File: src/lsf_pkg.sv
// constants and types for the line status flag block
package lsf_pkg;

  // ==========================================================
  // register map
  localparam int unsigned ADDR_W           = 3;
  localparam logic [2:0]  TX_DATA_ADDR     = 3'h0;
  localparam logic [2:0]  CONTROL_ADDR     = 3'h1;
  localparam logic [2:0]  LINE_STATUS_ADDR = 3'h5;
  localparam logic [7:0]  CONTROL_RESET    = 8'h00;
  localparam logic [7:0]  READ_ZERO        = 8'h00;

  // ==========================================================
  // control fields
  localparam int unsigned CTRL_QUEUED_BIT = 0;
  localparam int unsigned CTRL_TXIE_BIT   = 1;

  // ==========================================================
  // line status fields
  localparam int unsigned LS_ERR_BIT     = 7;
  localparam int unsigned LS_TEMT_BIT    = 6;
  localparam int unsigned LS_THRE_BIT    = 5;
  localparam int unsigned LS_BREAK_BIT   = 4;
  localparam int unsigned LS_FRAME_BIT   = 3;
  localparam int unsigned LS_PARITY_BIT  = 2;
  localparam int unsigned LS_OVERRUN_BIT = 1;
  localparam int unsigned LS_READY_BIT   = 0;

  // ==========================================================
  // queue and timing
  localparam int unsigned QUEUE_DEPTH = 32;
  localparam int unsigned PTR_W       = 5;
  localparam int unsigned CNT_W       = 6;
  localparam int unsigned FRAME_W     = 16;
  localparam int unsigned ERR_W       = 3;

  // ==========================================================
  // carriers
  typedef struct packed {
    logic [ADDR_W-1:0] addr;
    logic [7:0]        wdata;
    logic              wr;
    logic              rd;
  } lsf_bus_req_t;

  typedef struct packed {
    logic brk;
    logic framing;
    logic parity;
  } lsf_rx_err_t;

  typedef struct packed {
    logic [7:0]         ctrl;
    logic               hold_full;
    logic               tx_wr;
    logic [7:0]         tx_data;
    logic               rx_sync1;
    logic               rx_sync2;
    logic [FRAME_W-1:0] low_cnt;
    logic               brk_armed;
    logic               brk_push;
    logic               brk_flag;
    logic               frame_flag;
    logic               parity_flag;
    logic               overrun_flag;
    logic [PTR_W-1:0]   wr_ptr;
    logic [PTR_W-1:0]   rd_ptr;
    logic [CNT_W-1:0]   count;
    logic [CNT_W-1:0]   err_count;
    logic [7:0]         rdata;
  } lsf_state_t;

endpackage

File: src/lsf_err_mem.sv
// error tag memory that mirrors the receive queue
`timescale 1ns/1ps
`default_nettype none
module lsf_err_mem
  import lsf_pkg::*;
#(
  parameter int unsigned DEPTH = QUEUE_DEPTH,
  parameter int unsigned AW    = PTR_W
) (
  input  wire logic            clk_sys,
  input  wire logic            we,
  input  wire logic [AW-1:0]   waddr,
  input  wire lsf_rx_err_t     wdata,
  input  wire logic [AW-1:0]   raddr,
  output var lsf_rx_err_t      rdata
);

  // ==========================================================
  // storage
  lsf_rx_err_t mem [DEPTH];

  // ==========================================================
  // write first so a fresh head is seen at once
  always_ff @(posedge clk_sys) begin
    if (we) begin
      mem[waddr] <= wdata;
    end
    if (we && (waddr == raddr)) begin
      rdata <= wdata;
    end else begin
      rdata <= mem[raddr];
    end
  end

endmodule // lsf_err_mem
`default_nettype wire

File: src/lsf_line_status.sv
// line status flags for one serial channel
// Notes on behaviour
// - error flag is set while any queued character has parity, framing or break
// - error flag clears only when no queued character carries an error
// - non-queued: transmit empty when holding stage and shifter both empty
// - transmit empty is 0 while holding stage or shifter holds a character
// - queued: transmit empty when transmit queue and shifter both empty
// - non-queued: holding empty sets when character moves into the shifter
// - non-queued: holding empty clears on the host write to the holding stage
// - interrupt request while holding empty and its enable is on
// - queued: holding empty while transmit queue empty, clears on a write
// - break flag sets after receive line low for one full frame time
// - queued: one break character loaded per break condition
// - error flag and break flag read 0 after reset
// - framing error flagged, tied to queue head in queued mode
// - parity error flagged, tied to queue head in queued mode
//
// Chosen here: the strobed register port and the register addresses.
`timescale 1ns/1ps
`default_nettype none
module lsf_line_status
  import lsf_pkg::*;
(
  input  wire logic               clk_sys,
  input  wire logic               rst_n,
  input  wire lsf_bus_req_t       bus_req,
  output logic [7:0]              bus_rdata,
  output logic                    tx_wr,
  output logic [7:0]              tx_data,
  input  wire logic               tsr_load,
  input  wire logic               tsr_empty,
  input  wire logic               tx_queue_empty,
  input  wire logic               rx_serial,
  input  wire logic [FRAME_W-1:0] frame_cycles,
  input  wire logic               rx_push,
  input  wire lsf_rx_err_t        rx_push_err,
  input  wire logic               rx_pop,
  input  wire logic               rx_overrun,
  output logic                    brk_push,
  output logic                    queued_mode,
  output logic [7:0]              line_status,
  output logic                    irq
);

  // ==========================================================
  // reset release
  logic rst_meta_n;
  logic rst_sync_n;

  always_ff @(posedge clk_sys or negedge rst_n) begin
    if (!rst_n) begin
      rst_meta_n <= 1'b0;
      rst_sync_n <= 1'b0;
    end else begin
      rst_meta_n <= 1'b1;
      rst_sync_n <= rst_meta_n;
    end
  end

  // ==========================================================
  // state and head tag
  lsf_state_t  st;
  lsf_state_t  next_st;
  lsf_rx_err_t head_err;
  logic [PTR_W-1:0] next_rd_ptr;
  logic        push_ok;
  logic        pop_ok;
  logic        push_bad;
  logic        pop_bad;
  logic        ls_read;
  logic        hold_wr;
  logic        thre;
  logic        temt;
  logic        brk_hit;

  lsf_err_mem #(
    .DEPTH (QUEUE_DEPTH),
    .AW    (PTR_W)
  ) u_err_mem (
    .clk_sys (clk_sys),
    .we      (push_ok),
    .waddr   (st.wr_ptr),
    .wdata   (rx_push_err),
    .raddr   (next_rd_ptr),
    .rdata   (head_err)
  );

  // ==========================================================
  // flag views
  always_comb begin
    queued_mode = st.ctrl[CTRL_QUEUED_BIT];
    push_ok     = rx_push && (st.count != CNT_W'(QUEUE_DEPTH));
    pop_ok      = rx_pop && (st.count != '0);
    push_bad    = push_ok && (|rx_push_err);
    pop_bad     = pop_ok && (|head_err);
    ls_read     = bus_req.rd && (bus_req.addr == LINE_STATUS_ADDR);
    hold_wr     = bus_req.wr && (bus_req.addr == TX_DATA_ADDR);
    next_rd_ptr = pop_ok ? PTR_W'(st.rd_ptr + 1'b1) : st.rd_ptr;
    if (queued_mode) begin
      thre = tx_queue_empty && !st.tx_wr;
      temt = tx_queue_empty && !st.tx_wr && tsr_empty;
    end else begin
      thre = !st.hold_full;
      temt = !st.hold_full && tsr_empty;
    end
    line_status                 = READ_ZERO;
    line_status[LS_ERR_BIT]     = (st.err_count != '0);
    line_status[LS_TEMT_BIT]    = temt;
    line_status[LS_THRE_BIT]    = thre;
    line_status[LS_BREAK_BIT]   = st.brk_flag;
    line_status[LS_OVERRUN_BIT] = st.overrun_flag;
    line_status[LS_READY_BIT]   = (st.count != '0);
    if (queued_mode) begin
      line_status[LS_FRAME_BIT]  = (st.count != '0) && head_err.framing;
      line_status[LS_PARITY_BIT] = (st.count != '0) && head_err.parity;
    end else begin
      line_status[LS_FRAME_BIT]  = st.frame_flag;
      line_status[LS_PARITY_BIT] = st.parity_flag;
    end
    irq = thre && st.ctrl[CTRL_TXIE_BIT];
    brk_hit = st.rx_sync2 == 1'b0 && st.brk_armed &&
              (st.low_cnt >= frame_cycles) && (frame_cycles != '0);
  end

  // ==========================================================
  // next state
  always_comb begin
    next_st          = st;
    next_st.tx_wr    = 1'b0;
    next_st.brk_push = 1'b0;
    next_st.rx_sync1 = rx_serial;
    next_st.rx_sync2 = st.rx_sync1;
    // bus writes; line status writes fall through untouched
    if (bus_req.wr && bus_req.addr == CONTROL_ADDR) begin
      next_st.ctrl = bus_req.wdata;
    end
    if (hold_wr) begin
      next_st.tx_data = bus_req.wdata;
      next_st.tx_wr   = 1'b1;
    end
    // holding stage: a host write beats a move in the same cycle
    if (tsr_load) begin
      next_st.hold_full = 1'b0;
    end
    if (hold_wr) begin
      next_st.hold_full = 1'b1;
    end
    // bus reads
    if (bus_req.rd) begin
      unique case (bus_req.addr)
        LINE_STATUS_ADDR: next_st.rdata = line_status;
        CONTROL_ADDR:     next_st.rdata = st.ctrl;
        default:          next_st.rdata = READ_ZERO;
      endcase
    end
    // break detection on the synchronised line
    if (st.rx_sync2) begin
      next_st.low_cnt   = '0;
      next_st.brk_armed = 1'b1;
    end else if (st.low_cnt != '1) begin
      next_st.low_cnt = FRAME_W'(st.low_cnt + 1'b1);
    end
    // sticky flags cleared by a status read; a set wins
    if (ls_read) begin
      next_st.brk_flag     = 1'b0;
      next_st.frame_flag   = 1'b0;
      next_st.parity_flag  = 1'b0;
      next_st.overrun_flag = 1'b0;
    end
    if (brk_hit) begin
      next_st.brk_flag  = 1'b1;
      next_st.brk_armed = 1'b0;
      next_st.brk_push  = queued_mode;
    end
    if (push_ok && rx_push_err.framing) begin
      next_st.frame_flag = 1'b1;
    end
    if (push_ok && rx_push_err.parity) begin
      next_st.parity_flag = 1'b1;
    end
    if (rx_overrun) begin
      next_st.overrun_flag = 1'b1;
    end
    // receive queue mirror
    if (push_ok) begin
      next_st.wr_ptr = PTR_W'(st.wr_ptr + 1'b1);
    end
    next_st.rd_ptr = next_rd_ptr;
    unique case ({push_ok, pop_ok})
      2'b10:   next_st.count = CNT_W'(st.count + 1'b1);
      2'b01:   next_st.count = CNT_W'(st.count - 1'b1);
      default: next_st.count = st.count;
    endcase
    unique case ({push_bad, pop_bad})
      2'b10:   next_st.err_count = CNT_W'(st.err_count + 1'b1);
      2'b01:   next_st.err_count = CNT_W'(st.err_count - 1'b1);
      default: next_st.err_count = st.err_count;
    endcase
  end

  // ==========================================================
  // state register
  always_ff @(posedge clk_sys or negedge rst_sync_n) begin
    if (!rst_sync_n) begin
      st           <= '0;
      st.ctrl      <= CONTROL_RESET;
      st.rx_sync1  <= 1'b1;
      st.rx_sync2  <= 1'b1;
    end else begin
      st <= next_st;
    end
  end

  // ==========================================================
  // outputs
  always_comb begin
    bus_rdata = st.rdata;
    tx_wr     = st.tx_wr;
    tx_data   = st.tx_data;
    brk_push  = st.brk_push;
  end

  // ==========================================================
  // assertions
  a_err_on_bad_push: assert property (
    @(posedge clk_sys) disable iff (!rst_sync_n)
    push_bad && !pop_ok |=> line_status[LS_ERR_BIT])
    else $error("error flag missing after bad push");

  a_err_clear_empty: assert property (
    @(posedge clk_sys) disable iff (!rst_sync_n)
    (st.count == '0) |-> !line_status[LS_ERR_BIT])
    else $error("error flag set with empty queue");

  a_temt_plain: assert property (
    @(posedge clk_sys) disable iff (!rst_sync_n)
    !queued_mode && !st.hold_full && tsr_empty |-> line_status[LS_TEMT_BIT])
    else $error("transmit empty not shown");

  a_temt_busy: assert property (
    @(posedge clk_sys) disable iff (!rst_sync_n)
    !tsr_empty || (!queued_mode && st.hold_full) |->
      !line_status[LS_TEMT_BIT])
    else $error("transmit empty while busy");

  a_temt_queued: assert property (
    @(posedge clk_sys) disable iff (!rst_sync_n)
    queued_mode && tx_queue_empty && !st.tx_wr && tsr_empty |->
      line_status[LS_TEMT_BIT])
    else $error("queued transmit empty not shown");

  a_thre_on_move: assert property (
    @(posedge clk_sys) disable iff (!rst_sync_n)
    !queued_mode && tsr_load && !hold_wr && $stable(queued_mode) ##1
      !queued_mode |-> line_status[LS_THRE_BIT])
    else $error("holding empty not set after move");

  a_thre_on_write: assert property (
    @(posedge clk_sys) disable iff (!rst_sync_n)
    hold_wr ##1 !queued_mode |-> !line_status[LS_THRE_BIT])
    else $error("holding empty not cleared by write");

  a_irq_follows: assert property (
    @(posedge clk_sys) disable iff (!rst_sync_n)
    irq == (line_status[LS_THRE_BIT] && st.ctrl[CTRL_TXIE_BIT]))
    else $error("interrupt request mismatch");

  a_thre_queued: assert property (
    @(posedge clk_sys) disable iff (!rst_sync_n)
    queued_mode && hold_wr ##1 queued_mode |-> !line_status[LS_THRE_BIT])
    else $error("queued holding empty not cleared");

  a_break_sets: assert property (
    @(posedge clk_sys) disable iff (!rst_sync_n)
    brk_hit |=> line_status[LS_BREAK_BIT])
    else $error("break flag not set");

  a_break_once: assert property (
    @(posedge clk_sys) disable iff (!rst_sync_n)
    brk_hit |=> (!brk_hit until st.rx_sync2))
    else $error("second break character in one condition");

  a_reset_flags: assert property (
    @(posedge clk_sys)
    $rose(rst_sync_n) |-> !line_status[LS_ERR_BIT] &&
      !line_status[LS_BREAK_BIT])
    else $error("flags not clear after reset");

  a_frame_head: assert property (
    @(posedge clk_sys) disable iff (!rst_sync_n)
    queued_mode && st.count == '0 |-> !line_status[LS_FRAME_BIT])
    else $error("framing flag without a head character");

  a_parity_latch: assert property (
    @(posedge clk_sys) disable iff (!rst_sync_n)
    !queued_mode && push_ok && rx_push_err.parity ##1 !queued_mode |->
      line_status[LS_PARITY_BIT])
    else $error("parity flag not latched");

  a_status_ro: assert property (
    @(posedge clk_sys) disable iff (!rst_sync_n)
    bus_req.wr && bus_req.addr == LINE_STATUS_ADDR |=>
      st.ctrl == $past(st.ctrl))
    else $error("status write changed control");

  c_break_seen: cover property (
    @(posedge clk_sys) disable iff (!rst_sync_n) brk_hit);
  c_err_flag: cover property (
    @(posedge clk_sys) disable iff (!rst_sync_n) $rose(line_status[LS_ERR_BIT]));
  c_queue_full: cover property (
    @(posedge clk_sys) disable iff (!rst_sync_n)
    st.count == CNT_W'(QUEUE_DEPTH));
  c_irq_raise: cover property (
    @(posedge clk_sys) disable iff (!rst_sync_n) $rose(irq));

endmodule // lsf_line_status
`default_nettype wire

File: config.mk
export PLATFORM = sky130hd
export DESIGN_NAME = lsf_line_status
export DESIGN_NICKNAME = d
export VERILOG_FILES = /design/src/lsf_pkg.sv /design/src/lsf_err_mem.sv /design/src/lsf_line_status.sv
export SDC_FILE = /design/constraint.sdc
export NUM_CORES = 1
export LEC_CHECK = 0
export BUFFER_PORTS_ARGS = -buffer_cell sky130_fd_sc_hd__buf_4
export CAP_MARGIN = 20
export CORE_MARGIN = 2
export CORE_UTILIZATION = 25
export CTS_BUF_LIST = sky130_fd_sc_hd__clkbuf_8
export DETAILED_ROUTE_END_ITERATION = 8
export HOLD_SLACK_MARGIN = 0.06
export SLEW_MARGIN = 20
export SYNTH_ARGS = -nofsm -noshare
export SYNTH_HDL_FRONTEND = slang
export SYNTH_SLANG_ARGS = --single-unit
export TNS_END_PERCENT = 100
File: constraint.sdc
create_clock -name clk_sys -period 6.5 [get_ports clk_sys]
set_input_delay 0 -clock clk_sys [delete_from_list [all_inputs] [get_ports clk_sys]]
set_output_delay 0 -clock clk_sys [all_outputs]
set_load 0.03 [all_outputs]
=== Yosys cells after proc, flatten, opt, wreduce, memory -nomap -nowiden ===
Memory sizes are Yosys's and may differ from the RTL's. A register that Yosys moved wholly into a read port is not among the register bits.
Index checks and enable logic that the tools add are counted.

* Register bits: 74
* Memory bits (writable): 96
* Input bits: 41
* Output and inout bits: 28
* Logic and storage cells: 93
* Memories: 1

{| class="wikitable"
|+ Memory list
! name !! words !! width !! read ports !! clocked after Yosys merged registers in !! wr ports !! RTL line !! source
|-
| u_err_mem.mem || 32 || 3 || 1 || 1 || 1 || lsf_err_mem.sv:20 || <nowiki>lsf_rx_err_t mem [DEPTH];</nowiki>
|}

* Add/sub/neg operators: 7
* Order comparisons: 1
* Equal/unequal tests: 8
* Muxes and demuxes: 20
* Bitwise gates (word level): 1
* Reduce and logical (&&, ||, !) cells: 35

{| class="wikitable"
|+ Operators by type and width
! operator !! number
|-
| 16-bit two-way mux || 2
|-
| 6-bit case mux with 2 select lines || 2
|-
| 1-bit logical AND || 18
|-
| 2-bit nonzero test || 9
|-
| 16-bit by 1-bit adder with 16-bit output, second input constant || 1
|-
| 16-bit >= comparator || 1
|-
| 16-bit inequality test, second input constant || 1
|-
| 8-bit case mux with 2 select lines || 1
|-
| 16-bit nonzero test || 1
|-
| 6-bit by 1-bit adder with 6-bit output, second input constant || 2
|-
| 6-bit nonzero test || 2
|-
| 6-bit by 1-bit subtractor with 6-bit output, second input constant || 2
|-
| 5-bit by 1-bit adder with 5-bit output, second input constant || 2
|-
| 1-bit two-way mux || 10
|-
| 9-bit two-way mux || 1
|-
| 6-bit inequality test, second input constant || 1
|-
| 3-bit OR reduction || 2
|-
| 5-bit two-way mux || 1
|-
| 2-bit by 1-bit equality test with 1-bit output, second input constant || 2
|-
| 2-bit equality test, second input constant || 2
|-
| 4-bit two-way mux || 1
|-
| 3-bit by 1-bit equality test with 1-bit output, second input constant || 1
|-
| 3-bit equality test, second input constant || 1
|-
| 3-bit logical NOT || 1
|-
| 4 further kinds || 5
|}

=== Longest topological paths before layout ===
* Depth in word-level cells: 5
* Depth in mapped cells: 16
* Gate-level depth less buffers: 14

=== Cells and area by module ===
A second synthesis with hierarchy kept.

* Cell total of the unflattened synthesis: 607
* Area, all modules: 8266.7 um^2

{| class="wikitable"
|+ Modules (own cells, without submodules)
! module !! times used !! cells each !! area an instance (um^2) !! sequential area each (um^2)
|-
| lsf_line_status || 1 || 420 || 4310.4 || 1854.3
|-
| lsf_err_mem || 1 || 187 || 3956.3 || 2982.9
|}

=== Worst setup path after synthesis ===
No wires, ideal clock.

* Kind: reg-to-reg
* Start point: register with a tool-made name
* End point: register st[13] in the netlist's numbering
* Library setup time: 0.122 ns
* Arrival: 3.167 ns
* Data required time: 6.378 ns
* Path slack: 3.211 ns
* Cell stages (with the launch flop): 16
* Buffers on the path: 1
* Clock period less this slack: 3.289 ns
* Cell sequence: dfxtp_1 > buf_4 > mux4_2 > nor2b_1 > a211oi_1 > a21oi_1 > a21oi_1 > a31oi_1 > ha_1 > ha_1 > a21o_1 > a21o_1 > a21oi_1 > nor4b_1 > a211o_1 > xor2_1

{| class="wikitable"
|+ RTL lines
! element !! RTL line !! source
|-
| to (signal assigned) || lsf_line_status.sv:210 || <nowiki>st <= next_st;</nowiki>
|-
| to (decl) || lsf_line_status.sv:62 || <nowiki>lsf_state_t st;</nowiki>
|}

==> summary.txt <==
Route
  – Routed vias: 5222
  – Residual DRC count: 0
  – Initial DRC Count: 289
  – Wire per inst: 15.11 um
  – Antenna viol nets, final: 0
  – Total wire length: 17710 um
  – Pre-Repair DR Iteration Count: 6
  – Vias/cell: 4.456

Worst setup path
  – Top cell family by delay on the critical path: compound AO/OA/AOI/OAI gates
  – CP startpoint kind: register
  – WP buf/inv: 0
  – Worst Path Class, Setup: reg -> reg
  – Crit end category: register
  – Crit-path cells: mux2i_1 -> a22oi_1 -> nand2_1 -> o21ai_0 -> a211oi_1 -> a31oi_1 -> ha_1 -> ha_1 -> a21o_1 -> a21o_1 -> a21oi_1 -> nor4b_1 -> a211o_1 -> xor2_1
  – Critical path fanouts, max: 36
  – Critical path's largest stage delay: 1.03 ns
  – Crit path DAT: 4.60 ns
  – CP max stage cell: dfxtp_2
  – R2r setup slk: 2.26 ns
  – Worst endpoint required time: 6.85 ns

CTS
  – Clk_lat worst skew: 0.46 ns
  – Clock buffer depth: 2
  – TritonCTS Sinks: 175
  – Clock root buffer: clkbuf_8
  – CTS tree: built
  – # H-tree levels: 4
  – Clock slew at reported path FFs: 0.09 ns
  – Inserted Clock Buffers: 17
  – Gates resized, CTS repair: 0

Logic synthesis
  – Synth Warn #: 0
  – Top cells by area, synth: edfxtp_1 (35%), dfrtp_1 (22%), mux2i_1 (5.5%), ha_1 (4.9%), nor2_1 (2.5%)
  – Async SR Flop Fraction: 0.4229
  – Largest family of logic cells by synthesized area: simple AND/OR/NAND/NOR gates
  – Post-synth cell types: 61
  – Synth Area in Compound Gates: 0.07678
  – Number of synthesized register bits: 175
  – Xor and xnor area share after synthesis: 0.02778
  – Number of synthesized flops with an enable pin: 96
  – Cell taking the most area after synthesis: edfxtp_1
  – Post-Synth Adder-Cell Area: 0.05373
  – Main synth FF type: edfxtp_1
  – Mux contribution to synthesized area: 0.09892
  – Post-Syn Instances: 646
  – Simple-gate share of the synthesized area: 0.1004
  – Synth top area share: 0.3517
  – Post-Syn Area: 8197 um2
  – Register area share after synthesis: 0.5901
  – Synthesized area per cell: 12.69 um2
  – Synth Net Count: 721

Floorplan
  – Site Rows: 66
  – I/O pin count: 69
  – Die W: 185.1 um
  – Starting Density: 0.2532
  – Core area: 32370 um2
  – Die height: 185.1 um
  – Die ar.: 34250 um2

Placed design
  – Placed inst area: 9020 um2
  – PortBufs: 68
  – Post-DP HPWL: 12210 um
  – Placed Cells: 1112
  – Final GP Congestion: 0.8144
  – Post-place setup slack: 2.331 ns

Timing
  – Final setup viols: 0
  – Slew @ Worst Pin: 1.083 ns
  – Final Hold Slack: 0.09430 ns
  – Final min period: 4.244 ns
  – Hold Vio Cnt, Final: 0
  – Max Freq: 235.6 MHz
  – Final period util: 0.6529
  – Fin. max-slew vios: 0
  – Setup slack after layout: 2.256 ns
  – RSZ-0062 raised after global routing: false
  – Layout Skew: 0.01426 ns
  – Slew HR: 0.2782
  – Setup TNS: 0 ns

Min path
  – Hold Path Class: in -> reg

Layout
  – Most frequent cells in the layout: edfxtp_1 (96), dfrtp_1 (71), buf_4 (71)
  – Commonest non-fill, non-tap cell in the layout: edfxtp_1
  – # diodes: 0
  – Fin util: 0.2987
  – Final instance area: 9671 um2
  – Nets: 792
  – Layout cell share with drive strength beyond 1: 0.1918
  – Syn-to-layout area delta: 17.98%
  – Cell Count, Final, Fillers Out: 1172

Power and ir drop
  – Power Dens Cells: 341.2 nW/um2
  – Power Total: 3.300 mW
  – Leak pwr: 3.945 nW
  – Peak supply drop: 0.0001689 V

GRT
  – Largest net degree at the start of global routing: 73
  – Vias in the first global route: 5329
  – Antenna violations before repair: 0
  – GR Util All Layers: 0.1081
  – First-pass GRT wire length: 28570 um
  – Grt ovf: 0

Run
  – Max capacitance violation total: 0

Outcome
  – Status: completed
==> what timing repair did <==
action,4_1_cts,5_1_grt
setup buffers,0,0
endpoints found under the setup margin,0,0
hold endpoints to repair,140,0
hold buffers,28,0
==> power breakdown <==
part	total [mW]	switching [mW]	leakage [nW]	internal, mW
sequential	1.57	0.235	1.83	1.33
combinational	1.01	0.539	1.93	0.469
clock	0.725	0.417	0.189	0.308
==> synthesized netlist by cell type, types with 3 or more instances <==
cell      count
a22o_1        4
nor4_1        5
edfxtp_1     96
a31oi_1       3
buf_2         8
dfrtp_1      72
nand2b_1      6
nand3b_1      4
nand4_1      11
and2_1        5
ha_1         32
a211oi_1      5
a21oi_1      13
o22ai_1       7
a22oi_1      12
and3_1        4
buf_4        23
or4_1         3
dfxtp_1       5
nand3_1       6
nor4b_1       3
nor3_1        7
nor2_1       55
mux4_2        8
mux2_2       16
nor2b_1       8
a21o_1       14
xor2_1       12
mux2i_1      45
o21ai_0      17
clkbuf_1     13
inv_1        36
xnor2_1      14
nand2_1      39
==> final timing paths <==
path	from	endpoint	cells past startpoint
hold / removal	rx_push	st[26]	4
setup / recovery	register	st[13]	14
min in group asynchronous	rst_n	rst_sync_n	3
setup reg to reg	register	st[13]	14
hold reg to reg	rst_meta_n	rst_sync_n	0
max in group asynchronous	rst_sync_n	st[29]	0
==> cell families after synthesis <==
| kind of cell | Yosys count |
|---|---|
| XOR/XNOR | 26 |
| AND/OR/NAND/NOR | 165 |
| other | 1 |
| flip-flops | 175 |
| buffers and inverters | 84 |
| multiplexers | 69 |
| adder cells (fa/ha/maj) | 34 |
| AO/OA/AOI/OAI | 92 |
==> worst min-delay path, cell delays in order <==
cell and delay [ns]:
buf_4 0.07, a21boi_1 0.15, buf_4 0.20, o21ai_0 0.09
==> sequential cells by signal (all words and copies together) (netlist names), named ones only <==
register	count
brk_push	1
u_err_mem.mem	96
queued_mode	1
rst_meta_n	1
next_st	1
tx_data	8
bus_rdata	8
rst_sync_n	1
line_status	2
st	50
tx_wr	1
==> metal layers <==
layer,global-route usage,vias to the layer above,routed length (um)
li1,-,2468,-
met1,0.1378,2586,7896
met2,0.1792,146,8454
met3,0.02713,22,1072
met4,0.03556,0,286
met5,0,-,0
==> cell type report <==
| cell class | count | area, um2 |
|---|---|---|
| Timing Repair Buffer | 99 | 813.3 |
| Clock buffer | 17 | 234.0 |
| Tap cell | 442 | 553.0 |
| Sequential cell | 175 | 4842 |
| Multi-Input combinational cell | 387 | 2948 |
| Clock inverter | 15 | 136.4 |
| Inverter | 37 | 143.9 |
| Fill cell | 3360 | 22700 |
Power figures use the tool's default switching activity.
